**config.mk**
```make
export PLATFORM = sky130hd
export DESIGN_NAME = clcd_host_port
export DESIGN_NICKNAME = d
export VERILOG_FILES = /design/src/logic/clcd_pkg.sv /design/src/logic/clcd_host_port.sv
export SDC_FILE = /design/constraint.sdc
export NUM_CORES = 2
export LEC_CHECK = 0
export ABC_AREA = 0
export BUFFER_PORTS_ARGS = -buffer_cell sky130_fd_sc_hd__buf_4
export CAP_MARGIN = 20
export CELL_PAD_IN_SITES_DETAIL_PLACEMENT = 0
export CELL_PAD_IN_SITES_GLOBAL_PLACEMENT = 2
export CORE_ASPECT_RATIO = 0.75
export CORE_MARGIN = 2
export CORE_UTILIZATION = 42
export CTS_CLUSTER_SIZE = 24
export DETAILED_ROUTE_END_ITERATION = 10
export PLACE_DENSITY = 0.76
export SETUP_SLACK_MARGIN = 0.05
export SYNTH_ARGS = -nofsm -noshare
export SYNTH_HDL_FRONTEND = slang
export SYNTH_SLANG_ARGS = --single-unit
export TNS_END_PERCENT = 10
```
**constraint.sdc**
```tcl
create_clock -name sys_clk -period 5.3 [get_ports sys_clk]
set_input_delay 0.53 -clock sys_clk [delete_from_list [all_inputs] [get_ports sys_clk]]
set_output_delay 0.53 -clock sys_clk [all_outputs]
set_load 0.05 [all_outputs]
```
**src/logic/clcd_pkg.sv**
```systemverilog
package clcd_pkg;
  // ---------------------------------------------------------------
  // timing
  // ---------------------------------------------------------------
  localparam int CLK_PERIOD_PS = 8000;
  localparam int EXEC_NS = 18500;
  localparam int EXEC_CYC = (EXEC_NS * 1000 + CLK_PERIOD_PS - 1) / CLK_PERIOD_PS;
  localparam int LONG_NS = 760000;
  localparam int LONG_CYC = (LONG_NS * 1000 + CLK_PERIOD_PS - 1) / CLK_PERIOD_PS;
  // ---------------------------------------------------------------
  // geometry and addressing
  // ---------------------------------------------------------------
  localparam logic [1:0] IFSEL_PARALLEL = 2'h0;
  localparam logic [6:0] TEXT_DEPTH = 7'h50;
  localparam logic [6:0] LINE_LEN = 7'h28;
  localparam logic [6:0] LINE2_BASE = 7'h40;
  localparam logic [6:0] LINE1_LAST = 7'h27;
  localparam logic [6:0] LINE2_LAST = 7'h67;
  localparam logic [6:0] ONE_ROW_LAST = 7'h4F;
  localparam logic [6:0] SHIFT_MAX_TWO = 7'h27;
  localparam logic [6:0] SHIFT_MAX_ONE = 7'h4F;
  localparam int GLYPH_DEPTH = 64;
  localparam int SEG_W = 40;
  localparam int COM_W = 16;
  localparam logic [2:0] CHR_LAST = 3'h7;
  localparam logic [2:0] DOT_LAST = 3'h4;
  localparam logic [2:0] CURSOR_ROW = 3'h7;
  localparam logic [3:0] ROW_LAST_TWO = 4'hF;
  localparam logic [3:0] ROW_LAST_ONE = 4'h7;
  localparam logic [7:0] SPACE_CODE = 8'h20;
  // ---------------------------------------------------------------
  // commands and fields
  // ---------------------------------------------------------------
  // command class is the position of the highest set bit
  localparam logic [7:0] CMD_TEXT_ADDR = 8'h80;
  localparam logic [7:0] CMD_GLYPH_ADDR = 8'h40;
  localparam logic [7:0] CMD_FUNC = 8'h20;
  localparam logic [7:0] CMD_SHIFT = 8'h10;
  localparam logic [7:0] CMD_DISP = 8'h08;
  localparam logic [7:0] CMD_ENTRY = 8'h04;
  localparam logic [7:0] CMD_HOME = 8'h02;
  localparam logic [7:0] CMD_CLEAR = 8'h01;
  localparam int FS_DL = 4;
  localparam int FS_N = 3;
  localparam int EM_ID = 1;
  localparam int EM_S = 0;
  localparam int DC_D = 2;
  localparam int DC_C = 1;
  localparam int SH_SC = 3;
  localparam int SH_RL = 2;
  localparam logic DL_RST = 1'b1;
  localparam logic N_RST = 1'b1;
  localparam logic ID_RST = 1'b1;
  // ---------------------------------------------------------------
  // carriers
  // ---------------------------------------------------------------
  typedef struct packed {
    logic [1:0] ifsel;
    logic rs;
    logic rw;
    logic en;
    logic [7:0] data;
  } clcd_pins_t;
  typedef struct packed {
    logic [COM_W-1:0] com;
    logic [SEG_W-1:0] seg;
  } clcd_panel_t;
  typedef struct packed {
    logic [7:0] code;
    logic [2:0] row;
  } clcd_rom_req_t;
endpackage

```
**src/logic/clcd_host_port.sv**
```systemverilog
`timescale 1ns/1ps
// Operation
// [RULE_01] two select pins pick serial or parallel; data_length_bit picks 4 or 8 bit
// [RULE_02] two 8-bit registers: command latch and data latch
// [RULE_03] data transfers go to memory chosen by last address command
// [RULE_04] after a data read the next address byte is loaded automatically
// [RULE_05] after a data write the byte is copied into memory automatically
// [RULE_06] command latch is write-only; never read back
// [RULE_07] select/direction decode: command, status, data write, data read
// [RULE_08] status read gives busy flag on top line, address counter below
// [RULE_09] busy flag high during internal operation; instructions refused then
// [RULE_10] host polls busy flag low before each next instruction
// [RULE_11] busy flag readable only with a parallel bus selected
// [RULE_12] text memory holds up to 80 character codes via address counter
// [RULE_13] each 8-bit code selects one of 256 glyphs, ROM or user memory
// [RULE_14] in two-row mode second row starts at a non-contiguous address
// [RULE_15] display shift offsets screen mapping, stored text unchanged
// [RULE_16] address counter loads from commands, steps one after each data access
// [RULE_17] 16 commons two-row, 8 commons one-row, 40 segments always
// [RULE_18] dots shift serially into 40-bit chain then latch into holding latch
// [RULE_19] fixed glyph ROM: 256 characters of 5 by 8 dots
// [RULE_20] eight user glyphs; code bits 2..0 form glyph address bits 5..3
// [RULE_21] glyph address bits 2..0 pick row; eighth row ORed with cursor
// [RULE_22] row dots from data bits 4..0, bit 4 leftmost, 1 lit
// [RULE_23] user glyphs when code bits 7..4 zero; bit 3 ignored
// [RULE_24] function set carries bus width bit and two-row bit
// [RULE_25] top bit set: load seven address bits, target text memory
// [RULE_26] bits 7..6 = 01: load six address bits, target glyph memory
// [RULE_27] 4-bit mode: two nibbles on upper lines, high nibble first
// [RULE_28] status reads accepted while busy
module clcd_host_port
  import clcd_pkg::*;
#(
  parameter int LONG_CYCLES = LONG_CYC
)
(
  // clock and reset
  input wire logic sys_clk,
  input wire logic reset,
  input wire logic clk_en,
  // interface strap pins
  input wire logic interface_select_high,
  input wire logic interface_select_low,
  // parallel host bus
  input wire logic register_select,
  input wire logic read_write_select,
  input wire logic bus_enable,
  input wire logic [7:0] data_in,
  output logic [7:0] data_out,
  output logic data_oe,
  // fixed glyph rom lookup
  output clcd_rom_req_t rom_req,
  input wire logic [4:0] rom_dots,
  // panel drive
  output clcd_panel_t panel
);

  // ---------------------------------------------------------------
  // pin synchronisers
  // ---------------------------------------------------------------
  clcd_pins_t pin_raw;
  clcd_pins_t meta_q;
  clcd_pins_t pin_q;
  logic en_prev_q;
  assign pin_raw = '{ifsel: {interface_select_high, interface_select_low},
                     rs: register_select, rw: read_write_select,
                     en: bus_enable, data: data_in};

  always_ff @(posedge sys_clk)
  begin
    if (reset)
    begin
      meta_q <= '0;
      pin_q <= '0;
      en_prev_q <= 1'b0;
    end
    else if (clk_en)
    begin
      meta_q <= pin_raw;
      pin_q <= meta_q;
      en_prev_q <= pin_q.en;
    end
  end

  // ---------------------------------------------------------------
  // access decode
  // ---------------------------------------------------------------
  logic dl_q, two_q, id_q, es_q, disp_q, cur_q, glyph_tgt_q, nib_q, pf_q, clearing_q;
  logic [3:0] hi_q;
  logic [6:0] ac_q, shift_q, clr_idx_q;
  logic [7:0] dr_q;
  logic [16:0] busy_cnt_q;
  logic parallel, take, done, busy, cmd_ok, dw_ok, dr_ok;
  logic [7:0] wr_byte;
  logic [7:0] cmd_top;

  // keep only the highest set bit so a plain case can classify the command
  always_comb
  begin
    cmd_top = 8'h00;
    for (int i = 0; i < 8; i++)
      if (wr_byte[i])
        cmd_top = 8'h01 << i;
  end

  assign parallel = (pin_q.ifsel == IFSEL_PARALLEL); // RULE_01
  assign take = parallel & en_prev_q & ~pin_q.en;
  assign done = take & (dl_q | nib_q); // RULE_27
  assign wr_byte = dl_q ? pin_q.data : {hi_q, pin_q.data[7:4]}; // RULE_27
  assign busy = (busy_cnt_q != 17'h0_0000); // RULE_09
  // commands and data accesses are refused while busy; status never is
  assign cmd_ok = done & ~pin_q.rs & ~pin_q.rw & ~busy; // RULE_07 RULE_09
  assign dw_ok = done & pin_q.rs & ~pin_q.rw & ~busy; // RULE_07
  assign dr_ok = done & pin_q.rs & pin_q.rw & ~busy; // RULE_07

  always_ff @(posedge sys_clk)
  begin
    if (reset)
    begin
      nib_q <= 1'b0;
      hi_q <= 4'h0;
    end
    else if (clk_en)
    begin
      if (dl_q)
        nib_q <= 1'b0;
      else if (take)
      begin
        nib_q <= ~nib_q; // RULE_27
        if (!nib_q)
          hi_q <= pin_q.data[7:4]; // RULE_27
      end
    end
  end

  // ---------------------------------------------------------------
  // address helpers
  // ---------------------------------------------------------------
  function automatic logic [6:0] ac_step(input logic [6:0] ac, input logic up,
                                         input logic glyph, input logic two);
    logic [6:0] r;
    r = up ? ac + 7'h01 : ac - 7'h01;
    if (glyph)
      r = {1'b0, r[5:0]};
    else if (two)
    begin
      if (up && ac == LINE1_LAST) r = LINE2_BASE; // RULE_14
      else if (up && ac == LINE2_LAST) r = 7'h00;
      else if (!up && ac == 7'h00) r = LINE2_LAST;
      else if (!up && ac == LINE2_BASE) r = LINE1_LAST;
    end
    else if (up && ac == ONE_ROW_LAST) r = 7'h00;
    else if (!up && ac == 7'h00) r = ONE_ROW_LAST;
    return r;
  endfunction

  function automatic logic [6:0] sh_next(input logic [6:0] sh, input logic left,
                                         input logic two);
    logic [6:0] mx;
    mx = two ? SHIFT_MAX_TWO : SHIFT_MAX_ONE;
    if (left)
      return (sh >= mx) ? 7'h00 : sh + 7'h01;
    return (sh == 7'h00) ? mx : sh - 7'h01;
  endfunction

  // second row lives at entries 40..79 of the store
  function automatic logic [6:0] t_idx(input logic [6:0] ac, input logic two);
    return (two && ac[6]) ? {1'b0, ac[5:0]} + LINE_LEN : ac; // RULE_14
  endfunction

  // ---------------------------------------------------------------
  // configuration from commands
  // ---------------------------------------------------------------
  always_ff @(posedge sys_clk)
  begin
    if (reset)
    begin
      dl_q <= DL_RST;
      two_q <= N_RST;
      id_q <= ID_RST;
      es_q <= 1'b0;
      disp_q <= 1'b0;
      cur_q <= 1'b0;
    end
    else if (clk_en && cmd_ok)
    begin
      case (cmd_top)
        CMD_TEXT_ADDR, CMD_GLYPH_ADDR, CMD_SHIFT, CMD_HOME: ;
        CMD_FUNC:
        begin
          dl_q <= wr_byte[FS_DL]; // RULE_24 RULE_01
          two_q <= wr_byte[FS_N]; // RULE_24
        end
        CMD_DISP:
        begin
          disp_q <= wr_byte[DC_D];
          cur_q <= wr_byte[DC_C];
        end
        CMD_ENTRY:
        begin
          id_q <= wr_byte[EM_ID];
          es_q <= wr_byte[EM_S];
        end
        CMD_CLEAR: id_q <= 1'b1;
        default: ;
      endcase
    end
  end

  // ---------------------------------------------------------------
  // address counter, target and display offset
  // ---------------------------------------------------------------
  always_ff @(posedge sys_clk)
  begin
    if (reset)
    begin
      ac_q <= 7'h00;
      shift_q <= 7'h00;
      glyph_tgt_q <= 1'b0;
    end
    else if (clk_en)
    begin
      if (cmd_ok)
      begin
        case (cmd_top)
          CMD_TEXT_ADDR:
          begin
            ac_q <= wr_byte[6:0]; // RULE_25 RULE_16
            glyph_tgt_q <= 1'b0; // RULE_25 RULE_03
          end
          CMD_GLYPH_ADDR:
          begin
            ac_q <= {1'b0, wr_byte[5:0]}; // RULE_26 RULE_16
            glyph_tgt_q <= 1'b1; // RULE_26 RULE_03
          end
          CMD_SHIFT:
            if (wr_byte[SH_SC])
              shift_q <= sh_next(shift_q, ~wr_byte[SH_RL], two_q); // RULE_15
            else
              ac_q <= ac_step(ac_q, wr_byte[SH_RL], glyph_tgt_q, two_q);
          CMD_HOME, CMD_CLEAR:
          begin
            ac_q <= 7'h00;
            shift_q <= 7'h00;
            glyph_tgt_q <= 1'b0;
          end
          default: ;
        endcase
      end
      else if (dw_ok || dr_ok)
      begin
        ac_q <= ac_step(ac_q, id_q, glyph_tgt_q, two_q); // RULE_16
        if (dw_ok && es_q && !glyph_tgt_q)
          shift_q <= sh_next(shift_q, id_q, two_q); // RULE_15
      end
    end
  end

  // ---------------------------------------------------------------
  // character memories and data latch
  // ---------------------------------------------------------------
  logic [7:0] text_mem [80];
  logic [4:0] glyph_mem [GLYPH_DEPTH];
  logic [6:0] widx;
  logic widx_ok;
  logic [7:0] cur_byte;
  assign widx = t_idx(ac_q, two_q);
  assign widx_ok = (widx < TEXT_DEPTH); // RULE_12
  assign cur_byte = glyph_tgt_q ? {3'h0, glyph_mem[ac_q[5:0]]} :
                    (widx_ok ? text_mem[widx] : 8'h00); // RULE_03

  // clear sweeps the store one entry per cycle under the busy window
  always_ff @(posedge sys_clk)
  begin
    if (clk_en)
    begin
      if (clearing_q)
        text_mem[clr_idx_q] <= SPACE_CODE;
      else if (dw_ok && !glyph_tgt_q && widx_ok)
        text_mem[widx] <= wr_byte; // RULE_05 RULE_03
      if (dw_ok && glyph_tgt_q)
        glyph_mem[ac_q[5:0]] <= wr_byte[4:0]; // RULE_05 RULE_22
    end
  end

  always_ff @(posedge sys_clk)
  begin
    if (reset)
    begin
      dr_q <= 8'h00;
      pf_q <= 1'b0;
    end
    else if (clk_en)
    begin
      pf_q <= dr_ok | (cmd_ok & wr_byte[7]) | (cmd_ok & wr_byte[7:6] == 2'h1);
      if (dw_ok)
        dr_q <= wr_byte; // RULE_02
      else if (pf_q)
        dr_q <= cur_byte; // RULE_04
    end
  end

  // ---------------------------------------------------------------
  // busy timer
  // ---------------------------------------------------------------
  always_ff @(posedge sys_clk)
  begin
    if (reset)
    begin
      busy_cnt_q <= 17'h0_0000;
      clearing_q <= 1'b0;
      clr_idx_q <= 7'h00;
    end
    else if (clk_en)
    begin
      if (cmd_ok)
      begin
        busy_cnt_q <= (wr_byte[7:1] == 7'h01 || wr_byte == CMD_CLEAR) ?
                      17'(LONG_CYCLES) : 17'(EXEC_CYC); // RULE_09
        clearing_q <= (wr_byte == CMD_CLEAR);
        clr_idx_q <= 7'h00;
      end
      else
      begin
        if (dw_ok || dr_ok)
          busy_cnt_q <= 17'(EXEC_CYC); // RULE_09
        else if (busy)
          busy_cnt_q <= busy_cnt_q - 17'h0_0001;
        if (clearing_q)
        begin
          clearing_q <= (clr_idx_q != TEXT_DEPTH - 7'h01);
          clr_idx_q <= clr_idx_q + 7'h01;
        end
      end
    end
  end

  // ---------------------------------------------------------------
  // host read path
  // ---------------------------------------------------------------
  // the command latch has no read path; select low returns status only
  logic [7:0] rd_sel;
  logic [7:0] data_out_q;
  assign rd_sel = pin_q.rs ? dr_q : {busy, ac_q}; // RULE_06 RULE_08 RULE_28

  always_ff @(posedge sys_clk)
  begin
    if (reset)
      data_out_q <= 8'h00;
    else if (clk_en)
      data_out_q <= dl_q ? rd_sel : {(nib_q ? rd_sel[3:0] : rd_sel[7:4]), 4'h0}; // RULE_27
  end

  assign data_out = data_out_q;
  assign data_oe = parallel & pin_q.en & pin_q.rw; // RULE_11

  // ---------------------------------------------------------------
  // panel scan
  // ---------------------------------------------------------------
  logic [2:0] chr_q, dot_q, s1_dot_q;
  logic [3:0] row_q, s1_row_q;
  logic [6:0] pos, s_idx;
  logic [7:0] s_code;
  logic s1_user_q, s1_cur_q, s1_last_q, dot_bit;
  logic [4:0] s1_glyph_q, dots;
  logic [SEG_W-1:0] chain_q, hold_q;
  logic [COM_W-1:0] com_q;
  clcd_rom_req_t rom_req_q;

  always_comb
  begin
    pos = {4'h0, chr_q} + shift_q; // RULE_15
    if (two_q && pos >= LINE_LEN)
      pos = pos - LINE_LEN;
    else if (!two_q && pos >= TEXT_DEPTH)
      pos = pos - TEXT_DEPTH;
    s_idx = (two_q && row_q[3]) ? pos + LINE_LEN : pos; // RULE_14
  end
  assign s_code = text_mem[s_idx]; // RULE_13

  always_ff @(posedge sys_clk)
  begin
    if (reset)
    begin
      chr_q <= 3'h0;
      dot_q <= 3'h0;
      row_q <= 4'h0;
      rom_req_q <= '0;
      s1_user_q <= 1'b0;
      s1_glyph_q <= 5'h00;
      s1_cur_q <= 1'b0;
      s1_last_q <= 1'b0;
      s1_dot_q <= 3'h0;
      s1_row_q <= 4'h0;
    end
    else if (clk_en)
    begin
      dot_q <= (dot_q == DOT_LAST) ? 3'h0 : dot_q + 3'h1;
      if (dot_q == DOT_LAST)
        chr_q <= chr_q + 3'h1;
      if (dot_q == DOT_LAST && chr_q == CHR_LAST)
        row_q <= (row_q >= (two_q ? ROW_LAST_TWO : ROW_LAST_ONE)) ? 4'h0 : row_q + 4'h1;
      rom_req_q <= '{code: s_code, row: row_q[2:0]}; // RULE_19
      s1_user_q <= (s_code[7:4] == 4'h0); // RULE_23
      s1_glyph_q <= glyph_mem[{s_code[2:0], row_q[2:0]}]; // RULE_20 RULE_21 RULE_23
      s1_cur_q <= cur_q && row_q[2:0] == CURSOR_ROW && !glyph_tgt_q && s_idx == widx;
      s1_last_q <= (dot_q == DOT_LAST && chr_q == CHR_LAST);
      s1_dot_q <= dot_q;
      s1_row_q <= row_q;
    end
  end

  assign dots = s1_user_q ? s1_glyph_q : rom_dots; // RULE_13
  // cursor lands on row eight, so a lit eighth row in a user glyph stays lit
  assign dot_bit = disp_q & (dots[DOT_LAST - s1_dot_q] | s1_cur_q); // RULE_21 RULE_22

  always_ff @(posedge sys_clk)
  begin
    if (reset)
    begin
      chain_q <= '0;
      hold_q <= '0;
      com_q <= '0;
    end
    else if (clk_en)
    begin
      chain_q <= {chain_q[SEG_W-2:0], dot_bit}; // RULE_18
      if (s1_last_q)
      begin
        hold_q <= {chain_q[SEG_W-2:0], dot_bit}; // RULE_18
        com_q <= COM_W'(1) << s1_row_q; // RULE_17
      end
    end
  end

  assign rom_req = rom_req_q;
  assign panel = '{com: com_q, seg: hold_q};

  // commons lag a width change by up to two lines; judge only once one-row has settled
  logic [6:0] one_row_age_q;
  always_ff @(posedge sys_clk)
  begin
    if (reset)
      one_row_age_q <= 7'h00;
    else if (clk_en)
    begin
      if (two_q)
        one_row_age_q <= 7'h00;
      else if (one_row_age_q != 7'h7F)
        one_row_age_q <= one_row_age_q + 7'h01;
    end
  end
endmodule // clcd_host_port

```
==> impl_metrics.csv <==
group,metric,value,unit
clocking,tritoncts,"done",
worst_setup_path,criticalPathCategory,"reg2reg",
routing,routed_via_density,6.369,
power,ir_worst_vdd,0.2814,mV
global_route,grt_first_pass_wirelength,261600,um
final_layout,multi_input_area,20910,sq um
logic_synthesis,syn-num-nets,3879,
logic_synthesis,synth_adder_area_share,0.6233,%
place,port_buffers,96,
sta,maxSlewViolCount,0,
clocking,path_clk_slew,0.07,ns
final_layout,finalNonFillerCells,5856,
routing,route.met3.wl,23580,um
logic_synthesis,yosysMostFrequentCell,"edfxtp_1",
worst_setup_path,worst_setup_path_start_kind,"flop",
sta,fmax,199.8,MHz
final_layout,nFillCells,11180,
worst_setup_path,path_max_fanout,11,
clocking,clock-sinks,1189,
logic_synthesis,syn_inst,3831,
hold_path,min_path_type,"in2reg",
sta,setup_tns,0,ns
logic_synthesis,synth-simple-area-share,7.929,%
sta,min_period,5.005,ns
logic_synthesis,synth_top_area_share,52.03,%
worst_setup_path,worstRegToRegCells,20,
worst_setup_path,worstPathArrival,5.70,ns
global_route,grt_pass1_vias,36160,
logic_synthesis,synth_cell_types,93,
final_layout,synthToLayoutAreaGrowth,14.67,%
power,leakage,19.39,nW
routing,ant_nets,0,
global_route,grt_use_total,26.61,%
logic_synthesis,synth_flop_cell,"edfxtp_1",
routing,m1WireLength,79200,um
logic_synthesis,ys_warn_count,0,
final_layout,seqCellArea,33430,sq um
sta,rsz0062_at_grt,"no",
place,placedCellCount,5616,
final_layout,fin_nets,4044,
place,globalplace.congestion,0.9485,
floorplanning,num_rows,115,
logic_synthesis,seq_area_frac_synth,60.31,%
floorplanning,core_area,131100,sq um
outcome,status,"finished clean",
hold_path,whs_path_depth,2,
logic_synthesis,async_reset_ff_share,0,%
global_route,grt_max_degree,85,
routing,drtIter0Drc,5321,
floorplanning,fp.dieW,423.4,um
final_layout,diodes,0,
power,p_per_area,312.5,nW/um^2
clocking,clockBufferDepth,3,
clocking,clkLatencyLatePin,0.78,ns
routing,postRouteWirelength,181600,um
logic_synthesis,synthMuxAreaShare,18.72,%
floorplanning,die_y,318.5,um
floorplanning,ioPinCount,97,
floorplanning,design.die.area,134900,sq um
routing,drc,0,
final_layout,drive_above_1_share,23.36,%
global_route,overflow,0,
worst_setup_path,end_kind,"flop",
logic_synthesis,synth_edf_count,960,
place,hpwlAfterDp,120800,um
clocking,post-cts-setup-buffer-count,0,
logic_synthesis,synth_compound_area_share,9.217,%
logic_synthesis,synth_seq_cells,1189,
logic_synthesis,syn-mean-instance-area,14.46,sq um
routing,routed.top_layer,"met4",
logic_synthesis,synth_top_family_by_area,"multiplexers",
logic_synthesis,synthTopCellsByCount,"960 x edfxtp_1, 373 x nor2_1, 367 x mux4_2",
logic_synthesis,synth.area.top_cells,"edfxtp_1 52%, mux4_2 15%, dfxtp_1 8.3%",
clocking,root_buffer,"clkbuf_16",
sta,tightestPinTransition,1.138,ns
logic_synthesis,synth-xor-area-share,0.8401,%
sta,relSlewSlack,23.93,%
run,drv_cap,0,
floorplanning,start_util,42.26,%
logic_synthesis,syn-cell-area,55400,sq um
sta,hold_violations,0,
logic_synthesis,synth_top_cell_by_area,"edfxtp_1",
routing,avgRoutedWirePerCell,31.01,um
routing,dr_total_vias,37300,
clocking,cts_buffers,120,
routing,firstDrtPassIters,5,
clocking,htree_levels,3,
sta,period_share,94.43,%
sta,fin_skew,0.05600,ns
worst_setup_path,crit_required,6.00,ns
power,fin_total_pwr,19.85,mW
global_route,antenna_found_initial,7,
sta,setup_viol,0,
routing,met2_wirelength,74110,um
[worst paths after layout]
| path | slack [ns] | startpoint | to |
|---|---|---|---|
| hold / removal | 0.26 | reset | chain_q[11] |
| setup / recovery | 0.30 | chr_q[0] | s1_glyph_q[1] |
| hold reg to reg | 0.45 | dr_q[2] | dr_q[2] |
| setup reg to reg | 0.30 | chr_q[0] | s1_glyph_q[1] |
[cells in the final DEF, fill, tap and decap left out, types with 22 or more instances in the layout]
cell / synthesis / final
edfxtp_1: 960 / 960
mux4_2: 367 / 367
nor2_1: 373 / 361
buf_4: 11 / 294
nand2_1: 268 / 266
dfxtp_1: 229 / 222
a22oi_1: 218 / 218
mux2i_1: 191 / 190
a21oi_1: 151 / 151
clkbuf_16: 0 / 121
nand3_1: 86 / 86
nand4_1: 69 / 69
o21ai_0: 63 / 63
a221oi_1: 53 / 53
a22o_1: 51 / 51
nor3_1: 45 / 43
clkinv_1: 3 / 28
o211ai_1: 25 / 25
nor2b_1: 24 / 24
xnor2_1: 30 / 24
ha_1: 26 / 24
a211oi_1: 23 / 23
clkbuf_1: 178 / 22
clkinv_2: 0 / 22
[state kept, by name (all words and copies together), names as in the netlist, 3 cells and up, named ones only]
| signal | cells |
|---|---|
| dr_q | 8 |
| text_mem | 640 |
| hold_q | 40 |
| chr_q | 3 |
| pin_q | 13 |
| com_q | 16 |
| busy_cnt_q | 17 |
| ac_q | 7 |
| dot_q | 3 |
| s1_glyph_q | 5 |
| chain_q | 39 |
| data_out | 8 |
| s1_row_q | 4 |
| shift_q | 7 |
| row_q | 4 |
| s1_dot_q | 3 |
| rom_req | 8 |
| clr_idx_q | 7 |
| glyph_mem | 320 |
| meta_q | 13 |
| hi_q | 4 |
[layer usage]
layer  global-route usage (%)  up-vias
met5                        0        -
met4                    6.659        0
met3                    9.298      282
met2                    36.02     2205
met1                    40.45    19100
li1                         -    15700
[power by group]
part	internal [mW]	switching [mW]	total, mW	leakage (nW)
clock network	5.18	3.80	8.98	1.99
registers	10.0	0.0840	10.1	9.96
logic	0.291	0.452	0.743	7.44
[per-stage QoR]
step                      worst slack (ns)  utilization (%)  hold slack (ns)  area (sq um)
after floorplan                     0.3608                -           0.4285         55400
after global placement              0.2156            45.17           0.4408         59210
after detailed placement            0.1157            45.17           0.4446         59210
after CTS                           0.1058            48.43           0.2220         63480
after global routing               0.03326            48.47           0.2634         63530
final                               0.2952            48.47           0.2641         63530
[timing repair]
action	in CTS	in global routing
gates resized for setup	0	9
setup endpoints to repair	0	5
hold buffers	13	0
hold endpoints to repair	13	0
[worst max-delay path, stage by stage (launching register included)]
cell	delay (ns)
dfxtp_1	0.36
ha_4	0.20
fa_4	0.52
and3_1	0.20
o22a_1	0.23
inv_2	0.12
ha_1	0.20
nor4b_1	0.23
nand2_1	0.16
nand4_1	0.16
ha_1	0.24
nor2b_1	0.28
o21bai_1	0.25
buf_4	0.30
nand2_1	0.07
a31oi_1	0.26
nand4_1	0.13
a31oi_1	0.37
buf_4	0.21
nand3_1	0.18
o221ai_1	0.25
[layout make-up]
class,count,area share (%)
Tap cell,1755,3.456
Timing Repair Buffer,328,4.313
Clock buffer,143,4.896
Sequential cell,1189,52.62
Multi-Input combinational cell,2326,32.91
Clock inverter,84,1.619
Inverter,31,0.1832
[cells by family after synthesis]
group           Yosys count
simple gates            964
flops                  1189
mux                     575
compound gates          713
buf+inv                 316
fa+ha+maj                27
xor+xnor                 47
Note: power is estimated with default switching activity, not from simulation.
